`config.mk`:
```
export PLATFORM = sky130hd
export DESIGN_NAME = cpu_core
export DESIGN_NICKNAME = d
export VERILOG_FILES = /design/src/rtl/cpu_core_pkg.sv /design/src/rtl/cpu_core.sv
export SDC_FILE = /design/constraint.sdc
export NUM_CORES = 2
export LEC_CHECK = 0
export ABC_AREA = 1
export BUFFER_PORTS_ARGS = -buffer_cell sky130_fd_sc_hd__buf_2
export CAP_MARGIN = 20
export CORE_ASPECT_RATIO = 0.8
export CORE_MARGIN = 8
export CORE_UTILIZATION = 40
export CTS_CLUSTER_DIAMETER = 80
export CTS_CLUSTER_SIZE = 30
export DETAILED_ROUTE_END_ITERATION = 7
export HOLD_SLACK_MARGIN = 0.03
export PLACE_DENSITY = 0.65
export SYNTH_ARGS = -nofsm -noshare
export SYNTH_HDL_FRONTEND = slang
export SYNTH_SLANG_ARGS = --single-unit
```
`constraint.sdc`:
```
create_clock -name hclk -period 7.6 [get_ports hclk]
set_input_delay 0.76 -clock hclk [delete_from_list [all_inputs] [get_ports hclk]]
set_output_delay 0.76 -clock hclk [all_outputs]
set_load 0.005 [all_outputs]
```
`src/rtl/cpu_core_pkg.sv`:
```
// package: constants and carrier types of the 8-bit cpu core
package cpu_core_pkg;
  localparam int PC_W = 13;
  localparam int IR_W = 14;
  localparam int DW = 8;
  localparam int STACK_DEPTH = 6;
  localparam int SP_W = 3;
  localparam int FILE_SIZE = 128;
  localparam int FA_W = 7;
  localparam int WPLANE_AW = 6;
  localparam logic [PC_W-1:0] RESET_VECTOR = 13'h0000;
  localparam logic [PC_W-1:0] IRQ_VECTOR = 13'h0001;
  // file-plane special locations
  localparam logic [FA_W-1:0] FA_INDIRECT = 7'h00;
  localparam logic [FA_W-1:0] FA_PC_LOW = 7'h02;
  localparam logic [FA_W-1:0] FA_STATUS = 7'h03;
  localparam logic [FA_W-1:0] FA_POINTER = 7'h04;
  // status bit positions
  localparam int ST_C = 0;
  localparam int ST_DC = 1;
  localparam int ST_Z = 2;
  localparam int ST_RAM_PAGE = 5;
  localparam int ST_ROM_PAGE = 6;
  // bus register byte offsets
  localparam logic [7:0] REG_CTRL = 8'h00;
  localparam logic [7:0] REG_CORE = 8'h04;
  localparam logic [7:0] REG_FLAGS = 8'h08;
  localparam int CTRL_HALT = 0;
  // instruction groups and codes
  localparam logic [1:0] GRP_BYTE = 2'h0;
  localparam logic [1:0] GRP_BITLIT = 2'h1;
  localparam logic [1:0] GRP_CALL = 2'h2;
  localparam logic [1:0] GRP_JUMP = 2'h3;
  localparam logic [3:0] OP_MISC = 4'h0;
  localparam logic [3:0] OP_CLR = 4'h1;
  localparam logic [3:0] OP_SUB = 4'h2;
  localparam logic [3:0] OP_DEC = 4'h3;
  localparam logic [3:0] OP_IOR = 4'h4;
  localparam logic [3:0] OP_AND = 4'h5;
  localparam logic [3:0] OP_XOR = 4'h6;
  localparam logic [3:0] OP_ADD = 4'h7;
  localparam logic [3:0] OP_MOVF = 4'h8;
  localparam logic [3:0] OP_COM = 4'h9;
  localparam logic [3:0] OP_INC = 4'hA;
  localparam logic [3:0] OP_DECSZ = 4'hB;
  localparam logic [3:0] OP_RR = 4'hC;
  localparam logic [3:0] OP_RL = 4'hD;
  localparam logic [3:0] OP_SWAP = 4'hE;
  localparam logic [3:0] OP_INCSZ = 4'hF;
  localparam logic [6:0] MISC_NOP = 7'h00;
  localparam logic [6:0] MISC_SLEEP = 7'h03;
  localparam logic [6:0] MISC_CLRWDT = 7'h04;
  localparam logic [6:0] MISC_SUB_EXIT = 7'h40;
  localparam logic [6:0] MISC_IRQ_EXIT = 7'h60;
  localparam logic [2:0] LIT_EXIT = 3'h0;
  localparam logic [2:0] LIT_MOV = 3'h1;
  localparam logic [2:0] LIT_IOR = 3'h2;
  localparam logic [2:0] LIT_AND = 3'h3;
  localparam logic [2:0] LIT_ADD = 3'h4;
  localparam logic [2:0] LIT_XOR = 3'h7;

  typedef enum logic {PH_FIRST, PH_SECOND} phase_t;

  typedef struct packed {
    logic we;
    logic [WPLANE_AW-1:0] addr;
    logic [DW-1:0] data;
  } wplane_wr_t;

  typedef struct packed {
    phase_t phase;
    logic [PC_W-1:0] pc;
    logic [PC_W-1:0] npc;
    logic [IR_W-1:0] ir;
    logic flush;
    logic [DW-1:0] w;
    logic [DW-1:0] status;
    logic [DW-1:0] pointer;
    logic [FILE_SIZE-1:0][DW-1:0] file;
    logic [STACK_DEPTH-1:0][PC_W-1:0] stk;
    logic [SP_W-1:0] sp;
    logic iflag;
    logic interrupt_exit_pend;
    logic halt;
    logic bus_wr;
    logic [7:0] bus_addr;
    logic [31:0] hrdata;
    wplane_wr_t wpl;
  } core_state_t;

  // all-zero: pc at reset vector, first phase, nop in ir, running
  localparam core_state_t CORE_RESET = '0;
endpackage : cpu_core_pkg

```
`src/rtl/cpu_core.sv`:
```
// cpu_core: two-phase 8-bit risc sequencer, alu, stack and data planes
//
// The implementer's own choices: the placing of the registers and the AHB-Lite interface to the registers.
`timescale 1ns/1ps
module cpu_core
  import cpu_core_pkg::*;
(
  // clock and reset
  input wire logic hclk,
  input wire logic hresetn,
  // ahb-lite register slave
  input wire logic hsel,
  input wire logic [31:0] haddr,
  input wire logic [1:0] htrans,
  input wire logic hwrite,
  input wire logic [2:0] hsize,
  input wire logic [31:0] hwdata,
  input wire logic hready,
  output logic hreadyout,
  output logic [31:0] hrdata,
  output logic hresp,
  // program rom
  output logic [PC_W-1:0] rom_addr,
  input wire logic [IR_W-1:0] rom_data,
  // write-only data plane
  output wplane_wr_t wplane,
  // interrupt request, level
  input wire logic irq_req
);

  core_state_t s_q;
  core_state_t s_d;

  logic commit;
  logic exec;
  logic branch;
  logic skip;
  logic pop;
  logic do_call;
  logic is_interrupt_exit;
  logic is_wplane;
  logic irq_take;
  logic wr_w;
  logic wr_f;
  logic aff_c;
  logic aff_dc;
  logic aff_z;
  logic nc;
  logic ndc;
  logic [DW-1:0] res;
  logic [DW-1:0] fv;
  logic [DW-1:0] st;
  logic [DW+1:0] sum;
  logic [FA_W-1:0] fa;
  logic [FA_W-1:0] ea;
  logic [PC_W-1:0] target;
  logic [SP_W-1:0] sp_dec;
  logic [SP_W-1:0] sp_inc;
  logic [2:0] bsel;

  function automatic logic [DW+1:0] alu_add(logic [DW-1:0] a, logic [DW-1:0] b, logic cin);
    logic [DW:0] full;
    logic [4:0] half;
    full = {1'b0, a} + {1'b0, b} + {{DW{1'b0}}, cin};
    half = {1'b0, a[3:0]} + {1'b0, b[3:0]} + {4'h0, cin};
    return {full[DW], half[4], full[DW-1:0]};
  endfunction : alu_add

  // circular stack: a seventh push silently lands on the oldest entry
  function automatic core_state_t stack_push(core_state_t s, logic [PC_W-1:0] v);
    core_state_t r;
    r = s;
    r.stk[s.sp] = v;
    r.sp = (s.sp == SP_W'(STACK_DEPTH - 1)) ? '0 : s.sp + 1'b1;
    return r;
  endfunction : stack_push

  function automatic logic [FA_W-1:0] eff_addr(logic [FA_W-1:0] a, logic [DW-1:0] ptr);
    return (a == FA_INDIRECT) ? ptr[FA_W-1:0] : a;
  endfunction : eff_addr

  assign sp_dec = (s_q.sp == '0) ? SP_W'(STACK_DEPTH - 1) : s_q.sp - 1'b1;
  assign sp_inc = (s_q.sp == SP_W'(STACK_DEPTH - 1)) ? '0 : s_q.sp + 1'b1;

  always_comb begin
    s_d = s_q;
    commit = 1'b0;
    branch = 1'b0;
    skip = 1'b0;
    pop = 1'b0;
    do_call = 1'b0;
    is_interrupt_exit = 1'b0;
    is_wplane = 1'b0;
    irq_take = 1'b0;
    wr_w = 1'b0;
    wr_f = 1'b0;
    aff_c = 1'b0;
    aff_dc = 1'b0;
    aff_z = 1'b0;
    nc = s_q.status[ST_C];
    ndc = s_q.status[ST_DC];
    res = '0;
    sum = '0;
    target = s_q.pc;
    bsel = s_q.ir[8:6];
    s_d.wpl.we = 1'b0;
    // bit forms carry only six address bits: lower half of the plane
    fa = (s_q.ir[13:12] == GRP_BITLIT && !s_q.ir[11]) ? {1'b0, s_q.ir[5:0]} : s_q.ir[6:0];
    ea = eff_addr(fa, s_q.pointer);
    case (ea)
      FA_PC_LOW: fv = s_q.pc[7:0];
      FA_STATUS: fv = s_q.status;
      FA_POINTER: fv = s_q.pointer;
      default: fv = s_q.file[ea];
    endcase

    // bus: write lands in data phase, read snapshot taken in address phase
    s_d.bus_wr = 1'b0;
    if (s_q.bus_wr && s_q.bus_addr == REG_CTRL) begin
      s_d.halt = hwdata[CTRL_HALT];
    end
    if (hsel && hready && htrans[1]) begin
      s_d.bus_wr = hwrite;
      s_d.bus_addr = haddr[7:0];
      if (!hwrite) begin
        case (haddr[7:0])
          REG_CTRL: s_d.hrdata = {31'h0, s_d.halt};
          REG_CORE: s_d.hrdata = {8'h00, s_q.w, 1'b0, s_q.interrupt_exit_pend, s_q.iflag, s_q.pc};
          REG_FLAGS: s_d.hrdata = {13'h0, s_q.sp, s_q.pointer, s_q.status};
          default: s_d.hrdata = 32'h0000_0000;
        endcase
      end
    end

    if (!s_q.halt) begin
      unique case (s_q.phase)
        PH_FIRST: begin
          s_d.pc = s_q.npc;
          s_d.phase = PH_SECOND;
        end
        PH_SECOND: begin
          commit = 1'b1;
          s_d.ir = rom_data;
          s_d.phase = PH_FIRST;
        end
      endcase
    end
    exec = commit && !s_q.flush;

    // the ir captured at the previous commit, two clocks back, executes now, while the next word is fetched
    if (exec) begin
      unique case (s_q.ir[13:12])
        GRP_BYTE: begin
          wr_f = s_q.ir[7];
          wr_w = !s_q.ir[7];
          case (s_q.ir[11:8])
            OP_MISC: begin
              wr_w = 1'b0;
              if (s_q.ir[7]) begin
                res = s_q.w;
              end else if (s_q.ir[6:0] == MISC_SUB_EXIT) begin
                pop = 1'b1;
              end else if (s_q.ir[6:0] == MISC_IRQ_EXIT) begin
                pop = 1'b1;
                is_interrupt_exit = 1'b1;
              end else if (!s_q.ir[6] && s_q.ir[6:0] != MISC_NOP &&
                           s_q.ir[6:0] != MISC_SLEEP && s_q.ir[6:0] != MISC_CLRWDT) begin
                is_wplane = 1'b1;
              end
            end
            OP_CLR: begin
              res = '0;
              aff_z = 1'b1;
            end
            OP_SUB: begin
              sum = alu_add(fv, ~s_q.w, 1'b1);
              {nc, ndc, res} = sum;
              {aff_c, aff_dc, aff_z} = 3'h7;
            end
            OP_ADD: begin
              sum = alu_add(fv, s_q.w, 1'b0);
              {nc, ndc, res} = sum;
              {aff_c, aff_dc, aff_z} = 3'h7;
            end
            OP_DEC: {aff_z, res} = {1'b1, fv - 8'h01};
            OP_IOR: {aff_z, res} = {1'b1, fv | s_q.w};
            OP_AND: {aff_z, res} = {1'b1, fv & s_q.w};
            OP_XOR: {aff_z, res} = {1'b1, fv ^ s_q.w};
            OP_MOVF: begin
              res = fv;
              aff_z = s_q.ir[7];
              wr_f = 1'b0;
            end
            OP_COM: {aff_z, res} = {1'b1, ~fv};
            OP_INC: {aff_z, res} = {1'b1, fv + 8'h01};
            OP_DECSZ: begin
              res = fv - 8'h01;
              skip = (res == 8'h00);
            end
            OP_INCSZ: begin
              res = fv + 8'h01;
              skip = (res == 8'h00);
            end
            OP_RR: {aff_c, nc, res} = {1'b1, fv[0], s_q.status[ST_C], fv[7:1]};
            OP_RL: {aff_c, nc, res} = {1'b1, fv[7], fv[6:0], s_q.status[ST_C]};
            OP_SWAP: res = {fv[3:0], fv[7:4]};
          endcase
        end
        GRP_BITLIT: begin
          if (!s_q.ir[11]) begin
            res = fv;
            unique case (s_q.ir[10:9])
              2'h0: {wr_f, res[bsel]} = 2'b10;
              2'h1: {wr_f, res[bsel]} = 2'b11;
              2'h2: skip = !fv[bsel];
              2'h3: skip = fv[bsel];
            endcase
          end else begin
            wr_w = 1'b1;
            case (s_q.ir[10:8])
              LIT_EXIT: begin
                res = s_q.ir[7:0];
                pop = 1'b1;
              end
              LIT_MOV: res = s_q.ir[7:0];
              LIT_IOR: {aff_z, res} = {1'b1, s_q.w | s_q.ir[7:0]};
              LIT_AND: {aff_z, res} = {1'b1, s_q.w & s_q.ir[7:0]};
              LIT_XOR: {aff_z, res} = {1'b1, s_q.w ^ s_q.ir[7:0]};
              LIT_ADD: begin
                sum = alu_add(s_q.w, s_q.ir[7:0], 1'b0);
                {nc, ndc, res} = sum;
                {aff_c, aff_dc, aff_z} = 3'h7;
              end
              default: wr_w = 1'b0;
            endcase
          end
        end
        GRP_CALL, GRP_JUMP: begin
          do_call = (s_q.ir[13:12] == GRP_CALL);
          branch = 1'b1;
          target = {s_q.status[ST_ROM_PAGE], s_q.ir[11:0]};
        end
      endcase
    end

    // write-back
    st = s_q.status;
    if (wr_w) begin
      s_d.w = res;
    end
    if (is_wplane) begin
      s_d.wpl = '{we: 1'b1, addr: s_q.ir[WPLANE_AW-1:0], data: s_q.w};
    end
    if (wr_f) begin
      case (ea)
        FA_PC_LOW: begin
          branch = 1'b1;
          target = {s_q.pc[PC_W-1:8], res};
        end
        // result cannot overwrite flags that the same op computes
        FA_STATUS: st = (aff_c | aff_dc | aff_z) ? {res[7:3], s_q.status[2:0]} : res;
        FA_POINTER: s_d.pointer = res;
        default: s_d.file[ea] = res;
      endcase
    end
    if (aff_c) st[ST_C] = nc;
    if (aff_dc) st[ST_DC] = ndc;
    if (aff_z) st[ST_Z] = (res == 8'h00);
    s_d.status = st;

    if (pop) begin
      branch = 1'b1;
      target = s_q.stk[sp_dec];
      s_d.sp = sp_dec;
    end
    if (do_call) begin
      s_d = stack_push(s_d, s_q.pc);
    end
    if (is_interrupt_exit) begin
      s_d.interrupt_exit_pend = 1'b1;
    end else if (exec && s_q.interrupt_exit_pend) begin
      s_d.interrupt_exit_pend = 1'b0;
      s_d.iflag = 1'b0;
    end

    if (commit) begin
      s_d.npc = branch ? target : s_q.pc + 13'h0001;
      s_d.flush = branch | skip;
      // taken only at a plain instruction boundary; iflag blocks nesting
      if (irq_req && !s_q.iflag && !branch && !skip) begin
        irq_take = 1'b1;
        s_d = stack_push(s_d, s_q.pc);
        s_d.npc = IRQ_VECTOR;
        s_d.flush = 1'b1;
        s_d.iflag = 1'b1;
      end
    end
  end

  always_ff @(posedge hclk or negedge hresetn) begin
    if (!hresetn) begin
      s_q <= CORE_RESET;
    end else begin
      s_q <= s_d;
    end
  end

  assign hreadyout = 1'b1;
  assign hresp = 1'b0;
  assign hrdata = s_q.hrdata;
  assign rom_addr = s_q.pc;
  assign wplane = s_q.wpl;
endmodule : cpu_core

```
==> run_results.csv <==
group,metric,value,unit
placement,dp_hpwl,133000,µm
power,ir_drop,0.271,mV
logic_synthesis,synth_edf_count,0,
global_route,grt_pass1_wl,322000,µm
timing,setup_viol,0,
timing,tightest_slew,1120,ps
detailed_routing,wire_per_inst,19.8,µm
worst_setup_path,cp_top_family,"compound AO/OA/AOI/OAI gates",
logic_synthesis,ys_ff_latch,1222,
logic_synthesis,yosysTopAreaCell,"dfrtp_1",
worst_setup_path,startpoint_type,"register",
timing,whs,14.0,ps
timing,period_minus_slack,7110,ps
power,clockPowerShare,17.4,%
floorplan,core_area,0.159,mm²
global_route,gr-total-overflow,0,
power,switching_share,49.9,%
clock_network,clockBufferDepth,3,
global_route,grt_max_degree,181,
logic_synthesis,yosys-top-cells-area,"dfrtp_1 (48%), nand2_1 (19%), o21ai_0 (9.9%)",
timing,tns,0,ps
power,combinationalPowerShare,51.7,%
worst_setup_path,critPathMaxFanout,80,
timing,slew_headroom,25.3,%
cells_and_area,nFillCells,16220,
detailed_routing,avgViaCountPerCell,5.53,
clock_network,tritoncts,"yes",
floorplan,die_h,373,µm
timing,finClkSkew,53.4,ps
clock_network,cts_resized,0,
logic_synthesis,synth.yosys.seq_area_share,47.9,%
worst_setup_path,worstPathRequired,8140,ps
floorplan,die_area,0.173,mm²
worst_setup_path,end_kind,"register",
worst_setup_path,slowest_stage,"o21ai_4",
placement,io_buffers,81,
logic_synthesis,synthesis.area,0.0638,mm²
logic_synthesis,ys_types,53,
logic_synthesis,synth_area_per_cell,7.35,µm²
timing,fin_crit_sh,93.6,%
worst_setup_path,cp_data_arrival_time,7660,ps
floorplan,rows,131,
placement,placed_cells_incl_taps,10380,
job,max-cap-violations,0,
floorplan,io_pins,151,
worst_setup_path,max_stage_delay,770,ps
clock_network,clk_pin_slew,110,ps
cells_and_area,syn_to_final_growth,6.72,%
power,internal_power,0.0120,W
cells_and_area,fin_cells,10487,
clock_network,clkSinkCount,1222,
logic_synthesis,synth_ff_type,"dfrtp_1",
global_route,antenna_found_initial,3,
timing,rsz0062_at_grt,"no",
placement,gp_congestion,0.951,
worst_setup_path,worst-path-buf-inv,4,
floorplan,die_w,463,µm
floorplan,initial_core_util,40.1,%
worst_setup_path,cp_num_cells,28,
clock_network,post_cts.repair.setup_buffers,0,
status,status,"complete, no violations",
clock_network,cts-hold-fix-buffers,0,
timing,hold_viol,0,
cells_and_area,drive_gt1_share,5.16,%
logic_synthesis,synth_commonest_cells,"nand2_1 (3181), o21ai_0 (1265), dfrtp_1 (1222)",
global_route,track_usage,23.1,%
logic_synthesis,synthArstFlopShare,100,%
worst_setup_path,reg2regPathDepth,28,
worst_hold_path,hp-class,"input port to async pin",
cells_and_area,nets,8452,
power,power.leakage,32.1,nW
worst_setup_path,criticalPathCategory,"register to register",
detailed_routing,drc,0,
logic_synthesis,ys_warn_count,0,
timing,drv_slew,0,
clock_network,numCtsBuffers,58,
logic_synthesis,postSynthCellCount,8677,
clock_network,clock_latency,740,ps
detailed_routing,drtIter0Drc,6685,
clock_network,root_buffer,"clkbuf_16",
power,p_sw,0.0119,W
power,p_seq_share,31.0,%
power,pwr_density_cell,352,mW/mm²
logic_synthesis,synth_most_common_cell,"nand2_1",
timing,max_freq,141,MHz
global_route,grt_pass1_vias,53331,
detailed_routing,wl,208000,µm
logic_synthesis,synth_top_area_share,47.9,%
detailed_routing,dr.pass1.iters,6,
detailed_routing,vias,57942,
clock_network,htree_levels,2,
detailed_routing,ant_nets,0,
-- final cells by class --
| type | count | area [µm²] | share of cell area [%] |
|---|---|---|---|
| Sequential cell | 1222 | 30600 | 44.9 |
| Clock buffer | 66 | 1550 | 2.28 |
| Multi-Input combinational cell | 6260 | 28400 | 41.7 |
| Antenna cell | 1 | 2.50 | 0.00368 |
| Tap cell | 2128 | 2660 | 3.91 |
| Inverter | 532 | 2010 | 2.96 |
| Timing Repair Buffer | 242 | 2310 | 3.40 |
| Clock inverter | 36 | 564 | 0.829 |
-- sequential cells by signal, summed over array words and instances (netlist names), named ones only --
signal,count
s_q,1166
wplane,15
rom_addr,13
bsel,3
hrdata,24
-- kinds of logic (layout without fill, tap and decap cells) --
group | Yosys count | count (layout) | share of synthesized area [%]
AO/OA/AOI/OAI | 1668 | 1668 | 13.9
other | 2 | 11 | 0.0118
flip-flops | 1222 | 1222 | 47.9
AND/OR/NAND/NOR | 4496 | 4496 | 28.7
XOR/XNOR | 12 | 12 | 0.165
multiplexers | 27 | 27 | 0.433
buffers and inverters | 1203 | 876 | 7.90
adder cells (fa/ha/maj) | 47 | 47 | 0.957
-- layer usage --
metal  up-vias  GRT usage, %  wire (µm)
li1      27175             -          -
met1     28020          34.4      94100
met2      2420          33.9      88000
met3       325          4.90      19800
met4         2          6.37       6010
met5         -             0         13
-- per-stage QoR --
step                      utilization, %  total power, W  setup WS (ps)  instance area, µm²
final                               42.8          0.0239            489               68100
after detailed placement            41.5          0.0196            720               65900
after global routing                42.8          0.0253           61.9               68100
after floorplan                        -          0.0148           2710               63800
after global placement              41.5          0.0195            777               65900
after CTS                           42.8          0.0237            637               68000
-- worst reg2reg max path, delay by kind of cell, from the launching register on --
kind | cells | cell delay, ps
compound gates | 10 | 2990
simple gates | 12 | 1720
buf+inv | 4 | 1140
flops | 1 | 520
fa+ha+maj | 1 | 360
xor+xnor | 1 | 220
-- power by group through the flow --
stage                     logic (W)  registers, W  clock network [W]
final                        0.0124       0.00741            0.00415
after global routing         0.0134       0.00747            0.00444
after CTS                    0.0121       0.00740            0.00424
after detailed placement     0.0120       0.00753                  0
after global placement       0.0120       0.00751                  0
after floorplan             0.00750       0.00729                  0
-- path summary, 6_finish.rpt --
path,start,to,slack (ps)
worst max-delay path,s_q[1193],s_q[571],490
worst min-delay path,hresetn,s_q[698],10
worst max register to register,s_q[1193],s_q[571],490
worst min register to register,s_q[158],s_q[158],380
max in group asynchronous,hresetn,s_q[643],5650
min in group hclk,hwrite,s_q[55],230
-- layout by cell type (no fill, tap or decap), types with 6 or more instances in the layout --
cell type / count
inv_1: 507
a21oi_1: 194
a211oi_1: 11
conb_1: 10
o21ai_0: 1265
o22ai_1: 30
inv_6: 7
clkinv_1: 6
clkbuf_16: 59
buf_2: 80
a221oi_1: 11
o2111ai_1: 13
o311ai_0: 10
ha_1: 44
nand2_4: 8
inv_16: 6
dfrtp_1: 1222
nand4_1: 47
nor3_2: 9
o221ai_1: 9
nand3_1: 716
inv_2: 15
xor2_1: 10
o21ai_1: 30
nand3b_1: 68
nor2_1: 406
nand2_1: 3173
mux2i_1: 22
nor2_2: 18
nor3_1: 24
nor2_4: 8
buf_4: 103
o21bai_1: 9
o211ai_1: 63
buf_12: 55
nand2_2: 6
Power figures use the tool's default switching activity.
